<file path="src/core/sbac_pkg.sv">
// Purpose: Shared constants and types for the serial bus byte access controller
// Assumes: Byte-wide configuration port at the register offsets below
// Notes:   Serial bus timing is a plain standard-mode default
package sbac_pkg;

  // ----------------------------------------------------------------
  // Register offsets and reset values
  // ----------------------------------------------------------------
  localparam logic [7:0] SBAC_OFS_DATA   = 8'hB0;
  localparam logic [7:0] SBAC_OFS_INDEX  = 8'hB1;
  localparam logic [7:0] SBAC_OFS_TARGET = 8'hB2;
  localparam logic [7:0] SBAC_OFS_CTRL   = 8'hB3;
  localparam logic [7:0] SBAC_DATA_RST   = 8'h00;
  localparam logic [7:0] SBAC_INDEX_RST  = 8'h00;
  localparam logic [7:0] SBAC_TARGET_RST = 8'hA0;
  localparam logic [7:0] SBAC_CTRL_RST   = 8'h00;

  // ----------------------------------------------------------------
  // Control and status field positions
  // ----------------------------------------------------------------
  localparam int SBAC_BIT_PHASE   = 7;
  localparam int SBAC_BIT_HBUSY   = 5;
  localparam int SBAC_BIT_PBUSY   = 4;
  localparam int SBAC_BIT_PRESENT = 3;
  localparam int SBAC_BIT_HERR    = 1;
  localparam int SBAC_BIT_PERR    = 0;

  // ----------------------------------------------------------------
  // Preload and timing
  // ----------------------------------------------------------------
  localparam logic [6:0] SBAC_PRELOAD_ADDR = 7'h50;
  localparam logic [7:0] SBAC_PRELOAD_LAST = 8'h0F;
  localparam logic [1:0] SBAC_DETECT_WAIT  = 2'h3;
  localparam int         SBAC_CLK_PERIOD_NS = 8;
  localparam int         SBAC_SCL_PERIOD_NS = 10000;
  localparam logic [8:0] SBAC_QTR_CYCLES =
    9'(SBAC_SCL_PERIOD_NS / (4 * SBAC_CLK_PERIOD_NS));

  // ----------------------------------------------------------------
  // Types
  // ----------------------------------------------------------------
  typedef struct packed {
    logic [6:0] addr;
    logic       rd;
    logic       addr_only;
    logic [7:0] index;
    logic [7:0] wdata;
  } sbac_req_s;

  typedef struct packed {
    logic       done;
    logic       err;
    logic [7:0] rdata;
  } sbac_rsp_s;

  typedef enum logic [3:0] {
    SBAC_IDLE    = 4'h0,
    SBAC_START   = 4'h1,
    SBAC_ADDR    = 4'h3,
    SBAC_INDEX   = 4'h2,
    SBAC_RESTART = 4'h6,
    SBAC_ADDR2   = 4'h7,
    SBAC_DATA    = 4'h5,
    SBAC_STOP    = 4'h4
  } sbac_state_e;

endpackage

</file>
<file path="src/core/sbac_ctrl.sv">
// Purpose: Register side of the serial bus byte access controller
// Assumes: Configuration port on the core clock; strap and reset pins async
// Notes:   Preload and software cycles share one byte engine
//
// Operation
// - Target-select write launches one serial cycle
// - Target-select resets to A0h
// - Bits 7:1 hold target address
// - Bit 0: 0 writes, 1 reads
// - Control bit 7 drops the index phase
// - Control bits 6 and 2 read zero
// - Bit 5 shows software cycle active
// - Bit 4 shows EEPROM preload running
// - Bit 3 set when strap shows EEPROM
// - Bit 3 enables software cycles; preload starts from the strap
// - Detection once per fundamental or global reset
// - Software may set bit 3 itself
// - All fields default on fundamental reset
// - Read data lands in the same cycle busy clears
// - Bit 1 sticky error, cleared by read
`timescale 1ns/1ps
module sbac_ctrl
  import sbac_pkg::*;
(
  input  wire logic       core_clk,
  input  wire logic       reset_n,
  input  wire logic       global_reset_n,
  input  wire logic       prom_strap,
  input  wire logic       cfg_wr_en,
  input  wire logic       cfg_rd_en,
  input  wire logic [7:0] cfg_addr,
  input  wire logic [7:0] cfg_wdata,
  output logic      [7:0] cfg_rdata,
  output logic            scl_out,
  output logic            scl_oe,
  input  wire logic       scl_in,
  output logic            sda_out,
  output logic            sda_oe,
  input  wire logic       sda_in,
  output logic            preload_valid,
  output logic      [7:0] preload_index,
  output logic      [7:0] preload_data
);

  // ----------------------------------------------------------------
  // State
  // ----------------------------------------------------------------
  logic [7:0] data_reg, next_data_reg;
  logic [7:0] index_reg, next_index_reg;
  logic [7:0] target, next_target;
  logic       address_phase_select, next_address_phase_select;
  logic       prom_present, next_prom_present;
  logic       host_cycle_active, next_host_cycle_active;
  logic       preload_active, next_preload_active;
  logic       host_cycle_error, next_host_cycle_error;
  logic       preload_error, next_preload_error;
  logic       wait_rsp, next_wait_rsp;
  logic [1:0] detect_wait, next_detect_wait;
  logic [7:0] pre_idx, next_pre_idx;
  logic       eng_start, next_eng_start;
  sbac_req_s  eng_req, next_eng_req;
  logic [7:0] next_cfg_rdata;
  logic       next_preload_valid;
  logic [7:0] next_preload_index, next_preload_data;
  sbac_rsp_s  eng_rsp;
  logic [1:0] strap_sync, global_reset_n_sync;
  logic       global_reset_n_prev;
  logic       idle, rd_ctrl;
  logic [7:0] ctrl_view;

  // ----------------------------------------------------------------
  // Pin synchronisers
  // ----------------------------------------------------------------
  always_ff @(posedge core_clk or negedge reset_n) begin
    if (!reset_n) begin
      strap_sync <= 2'h0;
      global_reset_n_sync  <= 2'h3;
      global_reset_n_prev  <= 1'b1;
    end else begin
      strap_sync <= {strap_sync[0], prom_strap};
      global_reset_n_sync  <= {global_reset_n_sync[0], global_reset_n};
      global_reset_n_prev  <= global_reset_n_sync[1];
    end
  end

  // ----------------------------------------------------------------
  // Register file, detection and cycle control
  // ----------------------------------------------------------------
  assign idle    = !host_cycle_active && !preload_active && !wait_rsp && !eng_start;
  assign rd_ctrl = cfg_rd_en && cfg_addr == SBAC_OFS_CTRL;

  always_comb begin
    ctrl_view = 8'h00;
    ctrl_view[SBAC_BIT_PHASE]   = address_phase_select;
    ctrl_view[SBAC_BIT_HBUSY]   = host_cycle_active;
    ctrl_view[SBAC_BIT_PBUSY]   = preload_active;
    ctrl_view[SBAC_BIT_PRESENT] = prom_present;
    ctrl_view[SBAC_BIT_HERR]    = host_cycle_error;
    ctrl_view[SBAC_BIT_PERR]    = preload_error;
  end

  always_comb begin
    next_data_reg             = data_reg;
    next_index_reg            = index_reg;
    next_target               = target;
    next_address_phase_select = address_phase_select;
    next_prom_present         = prom_present;
    next_host_cycle_active    = host_cycle_active;
    next_preload_active       = preload_active;
    next_host_cycle_error     = host_cycle_error;
    next_preload_error        = preload_error;
    next_wait_rsp             = wait_rsp;
    next_detect_wait          = detect_wait;
    next_pre_idx              = pre_idx;
    next_eng_start            = 1'b0;
    next_eng_req              = eng_req;
    next_cfg_rdata            = cfg_rdata;
    next_preload_valid        = 1'b0;
    next_preload_index        = preload_index;
    next_preload_data         = preload_data;

    if (cfg_rd_en) begin
      unique case (cfg_addr)
        SBAC_OFS_DATA:   next_cfg_rdata = data_reg;
        SBAC_OFS_INDEX:  next_cfg_rdata = index_reg;
        SBAC_OFS_TARGET: next_cfg_rdata = target;
        SBAC_OFS_CTRL:   next_cfg_rdata = ctrl_view;
        default:         next_cfg_rdata = 8'h00;
      endcase
    end
    if (rd_ctrl) begin
      next_host_cycle_error = 1'b0;
      next_preload_error    = 1'b0;
    end

    if (cfg_wr_en) begin
      unique case (cfg_addr)
        SBAC_OFS_DATA:  next_data_reg  = cfg_wdata;
        SBAC_OFS_INDEX: next_index_reg = cfg_wdata;
        SBAC_OFS_TARGET: begin
          next_target = cfg_wdata;
          // Launch needs the bus enabled and no cycle in flight
          if (prom_present && idle) begin
            next_eng_req.addr      = cfg_wdata[7:1];
            next_eng_req.rd        = cfg_wdata[0];
            next_eng_req.addr_only = address_phase_select;
            next_eng_req.index     = index_reg;
            next_eng_req.wdata     = data_reg;
            next_eng_start         = 1'b1;
            next_host_cycle_active = 1'b1;
            next_wait_rsp          = 1'b1;
          end
        end
        SBAC_OFS_CTRL: begin
          next_address_phase_select = cfg_wdata[SBAC_BIT_PHASE];
          next_prom_present         = cfg_wdata[SBAC_BIT_PRESENT];
        end
        default: next_data_reg = data_reg;
      endcase
    end

    // Global reset restarts detection only; fields keep their values
    if (global_reset_n_prev && !global_reset_n_sync[1]) begin
      next_detect_wait = SBAC_DETECT_WAIT;
    end else if (detect_wait != 2'h0) begin
      next_detect_wait = detect_wait - 2'h1;
      if (detect_wait == 2'h1) begin
        next_prom_present = strap_sync[1];
        if (strap_sync[1] && !preload_active) begin
          next_preload_active = 1'b1;
          next_pre_idx        = 8'h00;
        end
      end
    end

    if (preload_active && !wait_rsp && !eng_start && !host_cycle_active) begin
      next_eng_req.addr      = SBAC_PRELOAD_ADDR;
      next_eng_req.rd        = 1'b1;
      next_eng_req.addr_only = 1'b0;
      next_eng_req.index     = pre_idx;
      next_eng_req.wdata     = 8'h00;
      next_eng_start         = 1'b1;
      next_wait_rsp          = 1'b1;
    end

    if (eng_rsp.done) begin
      next_wait_rsp = 1'b0;
      if (host_cycle_active) begin
        next_host_cycle_active = 1'b0;
        if (eng_rsp.err) begin
          next_host_cycle_error = 1'b1;
        end
        if (eng_req.rd) begin
          next_data_reg = eng_rsp.rdata;
        end
      end else begin
        next_preload_valid = !eng_rsp.err;
        next_preload_index = pre_idx;
        next_preload_data  = eng_rsp.rdata;
        next_pre_idx       = pre_idx + 8'h01;
        if (eng_rsp.err) begin
          next_preload_error  = 1'b1;
          next_preload_active = 1'b0;
        end else if (pre_idx == SBAC_PRELOAD_LAST) begin
          next_preload_active = 1'b0;
        end
      end
    end
  end

  always_ff @(posedge core_clk or negedge reset_n) begin
    if (!reset_n) begin
      data_reg             <= SBAC_DATA_RST;
      index_reg            <= SBAC_INDEX_RST;
      target               <= SBAC_TARGET_RST;
      address_phase_select <= SBAC_CTRL_RST[SBAC_BIT_PHASE];
      prom_present         <= SBAC_CTRL_RST[SBAC_BIT_PRESENT];
      host_cycle_active    <= SBAC_CTRL_RST[SBAC_BIT_HBUSY];
      preload_active       <= SBAC_CTRL_RST[SBAC_BIT_PBUSY];
      host_cycle_error     <= SBAC_CTRL_RST[SBAC_BIT_HERR];
      preload_error        <= SBAC_CTRL_RST[SBAC_BIT_PERR];
      wait_rsp             <= 1'b0;
      detect_wait          <= SBAC_DETECT_WAIT;
      pre_idx              <= 8'h00;
      eng_start            <= 1'b0;
      eng_req              <= '0;
      cfg_rdata            <= 8'h00;
      preload_valid        <= 1'b0;
      preload_index        <= 8'h00;
      preload_data         <= 8'h00;
    end else begin
      data_reg             <= next_data_reg;
      index_reg            <= next_index_reg;
      target               <= next_target;
      address_phase_select <= next_address_phase_select;
      prom_present         <= next_prom_present;
      host_cycle_active    <= next_host_cycle_active;
      preload_active       <= next_preload_active;
      host_cycle_error     <= next_host_cycle_error;
      preload_error        <= next_preload_error;
      wait_rsp             <= next_wait_rsp;
      detect_wait          <= next_detect_wait;
      pre_idx              <= next_pre_idx;
      eng_start            <= next_eng_start;
      eng_req              <= next_eng_req;
      cfg_rdata            <= next_cfg_rdata;
      preload_valid        <= next_preload_valid;
      preload_index        <= next_preload_index;
      preload_data         <= next_preload_data;
    end
  end

  // ----------------------------------------------------------------
  // Byte engine
  // ----------------------------------------------------------------
  sbac_engine u_engine (
    .core_clk (core_clk),
    .reset_n  (reset_n),
    .start    (eng_start),
    .req_in   (eng_req),
    .rsp      (eng_rsp),
    .scl_out  (scl_out),
    .scl_oe   (scl_oe),
    .scl_in   (scl_in),
    .sda_out  (sda_out),
    .sda_oe   (sda_oe),
    .sda_in   (sda_in)
  );

endmodule

</file>
<file path="src/core/sbac_engine.sv">
// Purpose: Two-wire bus byte engine, one byte transaction per request
// Assumes: Open-drain pins resolved outside; quarter-bit tick from divider
// Notes:   Target clock stretching honoured while the clock is released
`timescale 1ns/1ps
module sbac_engine
  import sbac_pkg::*;
(
  input  wire logic      core_clk,
  input  wire logic      reset_n,
  input  wire logic      start,
  input  wire sbac_req_s req_in,
  output sbac_rsp_s      rsp,
  output logic           scl_out,
  output logic           scl_oe,
  input  wire logic      scl_in,
  output logic           sda_out,
  output logic           sda_oe,
  input  wire logic      sda_in
);

  sbac_state_e st, next_st;
  sbac_req_s   req, next_req;
  sbac_rsp_s   next_rsp;
  logic [1:0]  q, next_q;
  logic [3:0]  bitn, next_bitn;
  logic [7:0]  sh, next_sh;
  logic [8:0]  div, next_div;
  logic        next_scl_oe, next_sda_oe;
  logic [1:0]  scl_sync, sda_sync;
  logic        tick, adv, tx, byte_st;

  // ----------------------------------------------------------------
  // Pin synchronisers
  // ----------------------------------------------------------------
  always_ff @(posedge core_clk or negedge reset_n) begin
    if (!reset_n) begin
      scl_sync <= 2'h3;
      sda_sync <= 2'h3;
    end else begin
      scl_sync <= {scl_sync[0], scl_in};
      sda_sync <= {sda_sync[0], sda_in};
    end
  end

  // ----------------------------------------------------------------
  // Sequencer
  // ----------------------------------------------------------------
  assign tick    = (div == SBAC_QTR_CYCLES - 9'h001);
  // Hold the high phase while a target stretches the clock
  assign adv     = tick && !(q == 2'h2 && !scl_sync[1]);
  assign tx      = !(st == SBAC_DATA && req.rd);
  assign byte_st = (st == SBAC_ADDR) || (st == SBAC_INDEX) || (st == SBAC_ADDR2) || (st == SBAC_DATA);

  always_comb begin
    next_st     = st;
    next_req    = req;
    next_rsp    = rsp;
    next_rsp.done = 1'b0;
    next_q      = q;
    next_bitn   = bitn;
    next_sh     = sh;
    next_scl_oe = scl_oe;
    next_sda_oe = sda_oe;
    next_div    = tick ? 9'h000 : div + 9'h001;
    if (st == SBAC_IDLE) begin
      next_div    = 9'h000;
      next_q      = 2'h0;
      next_scl_oe = 1'b0;
      next_sda_oe = 1'b0;
      if (start) begin
        next_req     = req_in;
        next_rsp.err = 1'b0;
        next_st      = SBAC_START;
      end
    end else if (adv) begin
      next_q = q + 2'h1;
      unique case (st)
        SBAC_START, SBAC_RESTART: begin
          unique case (q)
            2'h0: next_sda_oe = 1'b0;
            2'h1: next_scl_oe = 1'b0;
            2'h2: next_sda_oe = 1'b1;
            default: begin
              next_scl_oe = 1'b1;
              next_bitn   = 4'h0;
              if (st == SBAC_RESTART) begin
                next_st = SBAC_ADDR2;
                next_sh = {req.addr, 1'b1};
              end else begin
                next_st = SBAC_ADDR;
                // Read direction goes out at once only with no index phase
                next_sh = {req.addr, req.rd & req.addr_only};
              end
            end
          endcase
        end
        SBAC_STOP: begin
          unique case (q)
            2'h0: next_sda_oe = 1'b1;
            2'h1: next_scl_oe = 1'b0;
            2'h2: next_sda_oe = 1'b0;
            default: begin
              next_st       = SBAC_IDLE;
              next_rsp.done = 1'b1;
            end
          endcase
        end
        SBAC_ADDR, SBAC_INDEX, SBAC_ADDR2, SBAC_DATA: begin
          unique case (q)
            2'h0: begin
              next_scl_oe = 1'b1;
              next_sda_oe = tx && bitn != 4'h8 && !sh[7];
            end
            2'h1: next_scl_oe = 1'b0;
            2'h2: begin
              if (bitn == 4'h8 && tx && sda_sync[1]) begin
                next_rsp.err = 1'b1;
              end else if (!tx && bitn != 4'h8) begin
                next_sh = {sh[6:0], sda_sync[1]};
              end
            end
            default: begin
              next_scl_oe = 1'b1;
              next_bitn   = bitn + 4'h1;
              if (tx && bitn != 4'h8) begin
                next_sh = {sh[6:0], 1'b0};
              end
              if (bitn == 4'h8) begin
                next_bitn = 4'h0;
                if (rsp.err || st == SBAC_DATA) begin
                  next_st = SBAC_STOP;
                  if (!tx) begin
                    next_rsp.rdata = sh;
                  end
                end else if (st == SBAC_ADDR && !req.addr_only) begin
                  next_st = SBAC_INDEX;
                  next_sh = req.index;
                end else if (st == SBAC_INDEX && req.rd) begin
                  next_st = SBAC_RESTART;
                end else begin
                  next_st = SBAC_DATA;
                  next_sh = req.wdata;
                end
              end
            end
          endcase
        end
        default: next_st = SBAC_IDLE;
      endcase
    end
    if (!byte_st && st != SBAC_IDLE && st != SBAC_START && st != SBAC_RESTART && st != SBAC_STOP) begin
      next_st = SBAC_IDLE;
    end
  end

  always_ff @(posedge core_clk or negedge reset_n) begin
    if (!reset_n) begin
      st      <= SBAC_IDLE;
      req     <= '0;
      rsp     <= '0;
      q       <= 2'h0;
      bitn    <= 4'h0;
      sh      <= 8'h00;
      div     <= 9'h000;
      scl_oe  <= 1'b0;
      sda_oe  <= 1'b0;
      scl_out <= 1'b0;
      sda_out <= 1'b0;
    end else begin
      st      <= next_st;
      req     <= next_req;
      rsp     <= next_rsp;
      q       <= next_q;
      bitn    <= next_bitn;
      sh      <= next_sh;
      div     <= next_div;
      scl_oe  <= next_scl_oe;
      sda_oe  <= next_sda_oe;
      scl_out <= 1'b0;
      sda_out <= 1'b0;
    end
  end

endmodule

</file>
<file path="config.mk">
export PLATFORM = sky130hd
export DESIGN_NAME = sbac_ctrl
export DESIGN_NICKNAME = d
export VERILOG_FILES = /design/src/core/sbac_pkg.sv /design/src/core/sbac_ctrl.sv /design/src/core/sbac_engine.sv
export SDC_FILE = /design/constraint.sdc
export NUM_CORES = 1
export LEC_CHECK = 0
export ABC_CLOCK_PERIOD_IN_PS = 2000
export BUFFER_PORTS_ARGS = -buffer_cell sky130_fd_sc_hd__buf_4
export CAP_MARGIN = 30
export CORE_AREA = 2 2 151 153
export DETAILED_ROUTE_END_ITERATION = 10
export DIE_AREA = 0 0 153 155
export GPL_TIMING_DRIVEN = 0
export PLACE_DENSITY = 0.54
export SYNTH_ARGS = -nofsm -noshare
export SYNTH_HDL_FRONTEND = slang
export SYNTH_SLANG_ARGS = --single-unit
</file>
<file path="constraint.sdc">
create_clock -name core_clk -period 2 [get_ports core_clk]
set_input_delay 0.5 -clock core_clk [delete_from_list [all_inputs] [get_ports core_clk]]
set_output_delay 0.5 -clock core_clk [all_outputs]
set_load 0.05 [all_outputs]
</file>
==> results of run 1 <==
[per-layer routing]
layer | wire, um | share of wire, % | global-route usage [%] | vias up
li1 | - | - | - | 2721
met1 | 9270 | 47 | 23.7 | 2842
met2 | 9600 | 49 | 27.5 | 102
met3 | 617 | 3.1 | 3.34 | 24
met4 | 293 | 1.5 | 5.34 | 0
met5 | 0 | 0 | 0 | -
[area by class of cell]
class | count | area [um^2]
Inverter | 50 | 193
Fill cell | 2156 | 12800
Timing Repair Buffer | 78 | 629
Tap cell | 285 | 357
Buffer | 38 | 215
Multi-Input combinational cell | 468 | 3300
Clock inverter | 12 | 166
Sequential cell | 164 | 4120
Clock buffer | 20 | 457
[worst max-delay path, stage by stage (launching register included)]
cell	delay, ns
dfrtp_2	0.46
inv_4	0.10
ha_4	0.17
inv_4	0.05
buf_6	0.12
a221o_1	0.26
o211ai_1	0.21
buf_4	0.27
nor2_2	0.04
a22o_1	0.20
[Yosys cell counts, drive strengths merged (2+ instances only)]
cell type / n / area share [%]
nor4: 3 / 0.41
a32o: 3 / 0.40
nor3: 6 / 0.54
o221ai: 9 / 1.0
nand3b: 10 / 1.2
nand2: 100 / 5.1
nand3: 24 / 1.6
inv: 50 / 2.5
a211oi: 3 / 0.30
and4b: 2 / 0.26
xnor2: 2 / 0.23
and2: 4 / 0.33
nor4bb: 2 / 0.26
nor2: 36 / 1.8
o21ai: 78 / 5.1
and3: 8 / 0.66
buf: 21 / 1.6
nand2b: 5 / 0.41
o211ai: 3 / 0.30
clkbuf: 20 / 1.0
a31oi: 3 / 0.25
dfrtp: 153 / 50
nand4b: 3 / 0.35
a21oi: 23 / 1.5
a22o: 9 / 1.0
o32ai: 2 / 0.23
xor2: 4 / 0.46
or3: 3 / 0.25
o22a: 7 / 0.81
mux4: 6 / 1.8
nand4: 6 / 0.49
nor2b: 4 / 0.33
ha: 10 / 1.6
and3b: 2 / 0.23
o21a: 7 / 0.69
mux2: 36 / 5.3
dfstp: 11 / 3.8
o22ai: 7 / 0.58
or4: 2 / 0.20
mux2i: 20 / 2.6
[worst paths after layout]
kind	from	to	slack, ns	cells past startpoint
max in group asynchronous	reset_n	pre_idx[6]	0.53	3
setup / recovery	u_engine.q[0]	u_engine.sh[2]	0.01	9
hold reg to reg	strap_sync[0]	strap_sync[1]	0.35	0
min in group asynchronous	reset_n	u_engine.div[4]	0.55	2
hold / removal	global_reset_n	global_reset_n_sync[0]	0.18	1
setup reg to reg	u_engine.q[0]	u_engine.sh[2]	0.01	9
[power breakdown]
part / total (mW) / switching (mW) / internal (mW)
Clock: 3.47 / 1.41 / 2.06
Combinational: 0.378 / 0.213 / 0.164
Sequential: 3.49 / 0.0760 / 3.41
Total: 7.34 / 1.70 / 5.64
[what timing repair did]
item                                    CTS  global route
gates cloned                              1             0
gates resized for setup                  21            59
endpoints found under the setup margin   89            75
hold endpoints to repair                 39             0
setup buffers                            15            10
pin swaps                                 6            20
hold buffers                              1             0
[cell families (layout without fill, tap and decap cells)]
kind of cell	after synthesis	after routing	share of synthesized area [%]
AO/OA/AOI/OAI	165	165	13.6
adder cells (fa/ha/maj)	10	10	1.65
multiplexers	62	62	9.76
XOR/XNOR	6	6	0.693
AND/OR/NAND/NOR	223	223	14.9
buffers and inverters	91	198	5.05
flip-flops	164	164	54.3
other	1	2	0.0494
[stage by stage]
step | hold slack, ns | util (%) | power [mW] | setup slack, ns
floorplan | 0.204 | - | 3.74 | 0.0352
detailed placement | 0.339 | 37.6 | 3.94 | -0.468
global placement | 0.335 | 37.4 | 3.93 | -0.559
global route | 0.155 | 42.5 | 7.64 | -0.0582
finish | 0.177 | 42.5 | 7.34 | 0.0121
CTS | 0.156 | 41.4 | 7.45 | 0.00434
==> flow_summary.toml, run 1 <==
[status]
status = "finished clean"

[sta]
slew_violations = 0
fmax_ghz = 0.503
fin_setup_tns_ns = 0
max_slew_margin_pct = 44.7
fin_skew_ns = 0.0124
setup_viol = 0
rsz0062_at_grt = "yes"
finalCriticalPeriod_ns = 1.99
period_share_pct = 99.4
final_hold_viol_count = 0
worst_pin_slew_ns = 0.830

[synth]
avgSynthCellArea_um2 = 10.5
synth_flop_cell = "dfrtp_1"
syn_inst = 722
synth_edf_count = 0
async_flop_share_pct = 100
netlist_area_um2 = 7590
ys_ff_latch = 164
synth.distinct_cells = 65
yosysSeqAreaShare_pct = 54.3
yosys_warnings = 0

[power_and_ir_drop]
p_leak_nw = 4.33
ir_drop_v = 0.000481
power_density_nw_per_um2 = 777

[route]
post-route-drc-count = 0
ant_nets = 0
dr_total_vias = 5689
vias_per_cell = 5.10
drt_iter0_markers = 384
routed_wl_mm = 19.8
drtPass1Iterations = 4
wl_per_cell_um = 17.7

[final_layout]
fin_cells = 1115
nets = 851
final_common_cell = "dfrtp_1"
reg.largest.list = "eng_req: 25 flops, u_engine.req: 25 flops, u_engine.rsp: 10 flops"
diodes = 0
area_growth_syn_to_layout_pct = 24.5
drive_gt1_share_pct = 27.1
layout.cells.most_common_list = "dfrtp_1, nand2_1, buf_4"
postLayoutCellArea_um2 = 9440

[cts]
h-tree-depth = 4
clockBufferDepth = 2
cts_tree = "done"
cts.clk_slew.worst_paths_ns = 0.07
clkSinkCount = 164
cts_buffers = 17
clkLatencyLatePin_ns = 0.43
cts_root_buffer = "clkbuf_16"

[placed_design]
portBuffers = 50
hpwl_mm = 13.9
placed_cells = 1059
gp_congestion = 0.873
dpl-instance-area_um2 = 8360

[critical_path]
cp-start-kind = "flop"
worstSetupPathType = "flop to flop"
cp.arrival_ns = 2.29
path_max_fanout = 5
endpoint_kind = "flop"
critPathRequiredTime_ns = 2.30

[grt]
grt_pass1_vias = 5716
grt_overflow_total = 0
grt_pass1_wl_mm = 32.0
antenna_found_initial = 0
grt_max_degree = 122
track_usage_pct = 17.2

[hold_path]
hp-class = "input pin to flop"

[die]
die-area_um2 = 23700
start_util_pct = 34.1
fp.coreArea_um2 = 22200
rows = 55
fp.dieH_um = 155
ioPinCount = 53
die_x_um = 153

[run]
cap_violations = 0
Note: power is estimated with default switching activity, not from simulation.
==> inputs of run 2 (changes only) <==
--- a/config.mk
+++ b/config.mk
@@ -5,14 +5,15 @@
 export SDC_FILE = /design/constraint.sdc
 export NUM_CORES = 1
 export LEC_CHECK = 0
-export ABC_CLOCK_PERIOD_IN_PS = 2000
+export ABC_CLOCK_PERIOD_IN_PS = 2600
 export BUFFER_PORTS_ARGS = -buffer_cell sky130_fd_sc_hd__buf_4
 export CAP_MARGIN = 30
 export CORE_AREA = 2 2 151 153
+export CTS_BUF_LIST = sky130_fd_sc_hd__clkbuf_8
 export DETAILED_ROUTE_END_ITERATION = 10
 export DIE_AREA = 0 0 153 155
 export GPL_TIMING_DRIVEN = 0
-export PLACE_DENSITY = 0.54
+export PLACE_DENSITY = 0.52
 export SYNTH_ARGS = -nofsm -noshare
 export SYNTH_HDL_FRONTEND = slang
 export SYNTH_SLANG_ARGS = --single-unit
==> constraint.sdc (replaced) <==
create_clock -name core_clk -period 2.6 [get_ports core_clk]
set_input_delay 0.65 -clock core_clk [delete_from_list [all_inputs] [get_ports core_clk]]
set_output_delay 0.65 -clock core_clk [all_outputs]
set_load 0.05 [all_outputs]
==> run 2 against run 1 <==
Net effect: first-iteration DRC count fell by 12%; setup slack improved by 0.075 ns; register-to-register slack improved by 0.07 ns; via count fell by 2.0%; combinational power fell by 17%; worst hold slack got worse by 0.0018 ns; final cell count fell by 2.2%; maximum frequency fell by 21%; die area did not move; critical path depth fell by 4; utilization fell by 2.9 points; sequential power fell by 24%.
==> flow_summary.toml, run 2 (synthesis gave the netlist of run 1 again) <==
[grt]
track_usage_pct = 17.1
grt_overflow_total = 0
grt_pass1_wl_mm = 31.8
grt_max_degree = 93
antenna_found_initial = 0
grt_pass1_vias = 5605

[sta]
slew_violations = 0
fin_skew_ns = 0.0239
hold_ws_ns = 0.176
period_share_pct = 96.7
finalCriticalPeriod_ns = 2.51
fmax_ghz = 0.398
rsz0062_at_grt = "no"
final_hold_viol_count = 0
max_slew_margin_pct = 39.9
worst_pin_slew_ns = 0.894
setup_viol = 0

[final_layout]
layout.cells.most_common_list = "dfrtp_1, nand2_1, o21ai_0"
drive_gt1_share_pct = 20.3
reg.largest.list = "eng_req: 25 flops, u_engine.req: 25 flops, u_engine.rsp: 10 flops"
area_growth_syn_to_layout_pct = 16.0
fillers = 2223
nets = 827
post-route-util_pct = 39.6
final_common_cell = "dfrtp_1"
diodes = 0

[critical_path]
crit_end = "eng_req[13]"
crit_chain = "nor3_1, nand4_1, buf_2, o22a_1, o21a_1"
crit_slowest_cell = "nor3_1"
critPathRequiredTime_ns = 2.96
path_max_fanout = 10
r2r_slack_ns = 0.09
worstSetupPathType = "flop to flop"
regToRegStartpoint = "host_cycle_active"
r2r_end = "eng_req[13]"
cp-start-kind = "flop"
endpoint_kind = "flop"
ff2ff_path_depth = 5
cp.arrival_ns = 2.88
worstSetupStartpoint = "host_cycle_active"
max_stage_delay_ns = 0.69

[power_and_ir_drop]
power_density_nw_per_um2 = 566
p_leak_nw = 4.08
seqPwrFrac_pct = 53.4
ir_drop_v = 0.000349
p_switching_mw = 1.39
swShare_pct = 28.0
clkPwrFrac_pct = 40.3
p_int_mw = 3.59
combPwrFrac_pct = 6.3

[cts]
h-tree-depth = 4
clkSinkCount = 164
cts-resized-gates = 0
cts_buffers = 17
cts_hold_buf = 0
cts_tree = "done"
cts_setup_buffers = 0
clockBufferDepth = 2
cts_root_buffer = "clkbuf_8"
cts.clk_slew.worst_paths_ns = 0.11
clkLatencyLatePin_ns = 0.47

[placed_design]
portBuffers = 50
hpwl_mm = 14.0
gp_congestion = 0.808

[hold_path]
hp-class = "input pin to asynchronous set/reset pin"

[die]
fp.dieH_um = 155
fp.coreArea_um2 = 22200
rows = 55
die_x_um = 153
ioPinCount = 53
die-area_um2 = 23700
start_util_pct = 34.1

[route]
wl_met1_mm = 9.42
drtPass1Iterations = 4
post-route-drc-count = 0
ant_nets = 0
wl_met3_um = 556
wl_met2_mm = 9.25
vias_per_cell = 5.11
drt_iter0_markers = 337
highest_layer = "met4"
dr_total_vias = 5574
routed_wl_mm = 19.5
wl_per_cell_um = 17.9

[status]
status = "finished clean"

[run]
cap_violations = 0
## run 2: changes by cell type in the layout (fill, tap and decap cells not counted), sizes merged
cell         delta
buf            -22
clkinv          +4
dlygate4sd3     -1
clkinvlp        +1
bufinv          -2
clkbuf          -4
## run 2: how the worst min path moves through the flow
stage / endpoint / slack (ns) / from / depth (start not counted)
floorplan: strap_sync[1] / 0.33 / strap_sync[0] / 0
global placement: strap_sync[1] / 0.34 / strap_sync[0] / 0
detailed placement: strap_sync[1] / 0.34 / strap_sync[0] / 0
CTS: u_engine.div[7] / 0.20 / reset_n / 1
global route: u_engine.div[7] / 0.21 / reset_n / 1
finish: u_engine.div[7] / 0.18 / reset_n / 1
## run 2: layer usage
layer | vias to the layer above | GRT usage, %
li1 | 2678 | -
met1 | 2784 | 23.7
met2 | 92 | 27.4
met3 | 20 | 3.26
met4 | 0 | 4.85
met5 | - | 0
## run 2: layout make-up
class	instances	area [um^2]	share of cell area (%)
Clock buffer	17	234	2.66
Buffer	41	195	2.22
Tap cell	285	357	4.05
Timing Repair Buffer	51	410	4.66
Sequential cell	164	4120	46.8
Clock inverter	15	209	2.37
Multi-Input combinational cell	468	3090	35.1
Inverter	50	188	2.13
## run 2: power groups by stage
| stage | logic (mW) | registers [mW] | clock network [mW] |
|---|---|---|---|
| final | 0.314 | 2.66 | 2.01 |
| after global routing | 0.357 | 2.67 | 2.17 |
| after CTS | 0.321 | 2.66 | 2.07 |
| after detailed placement | 0.319 | 2.71 | 0 |
| after global placement | 0.310 | 2.71 | 0 |
| after floorplan | 0.175 | 2.70 | 0 |
## run 2: per-stage QoR
step           area, um^2  total power, mW  setup TNS (ns)  setup WS (ns)  std cells
6_report             8800             4.98               0         0.0868       1091
5_1_grt              8800             5.20               0        0.00408       1091
2_1_floorplan        7590             2.87               0          0.529        723
3_3_place_gp         8320             3.02          -14.06         -0.110       1058
4_1_cts              8800             5.05               0         0.0915       1091
3_5_place_dp         8360             3.03               0          0.132       1059
## run 2: critical path, delay by kind of cell, from the launching register on
family | cells | cell delay (ns)
buffers and inverters | 1 | 0.35
and+or+nand+nor | 2 | 1.20
AOI/OAI and AO/OA | 2 | 0.32
DFF | 1 | 0.52
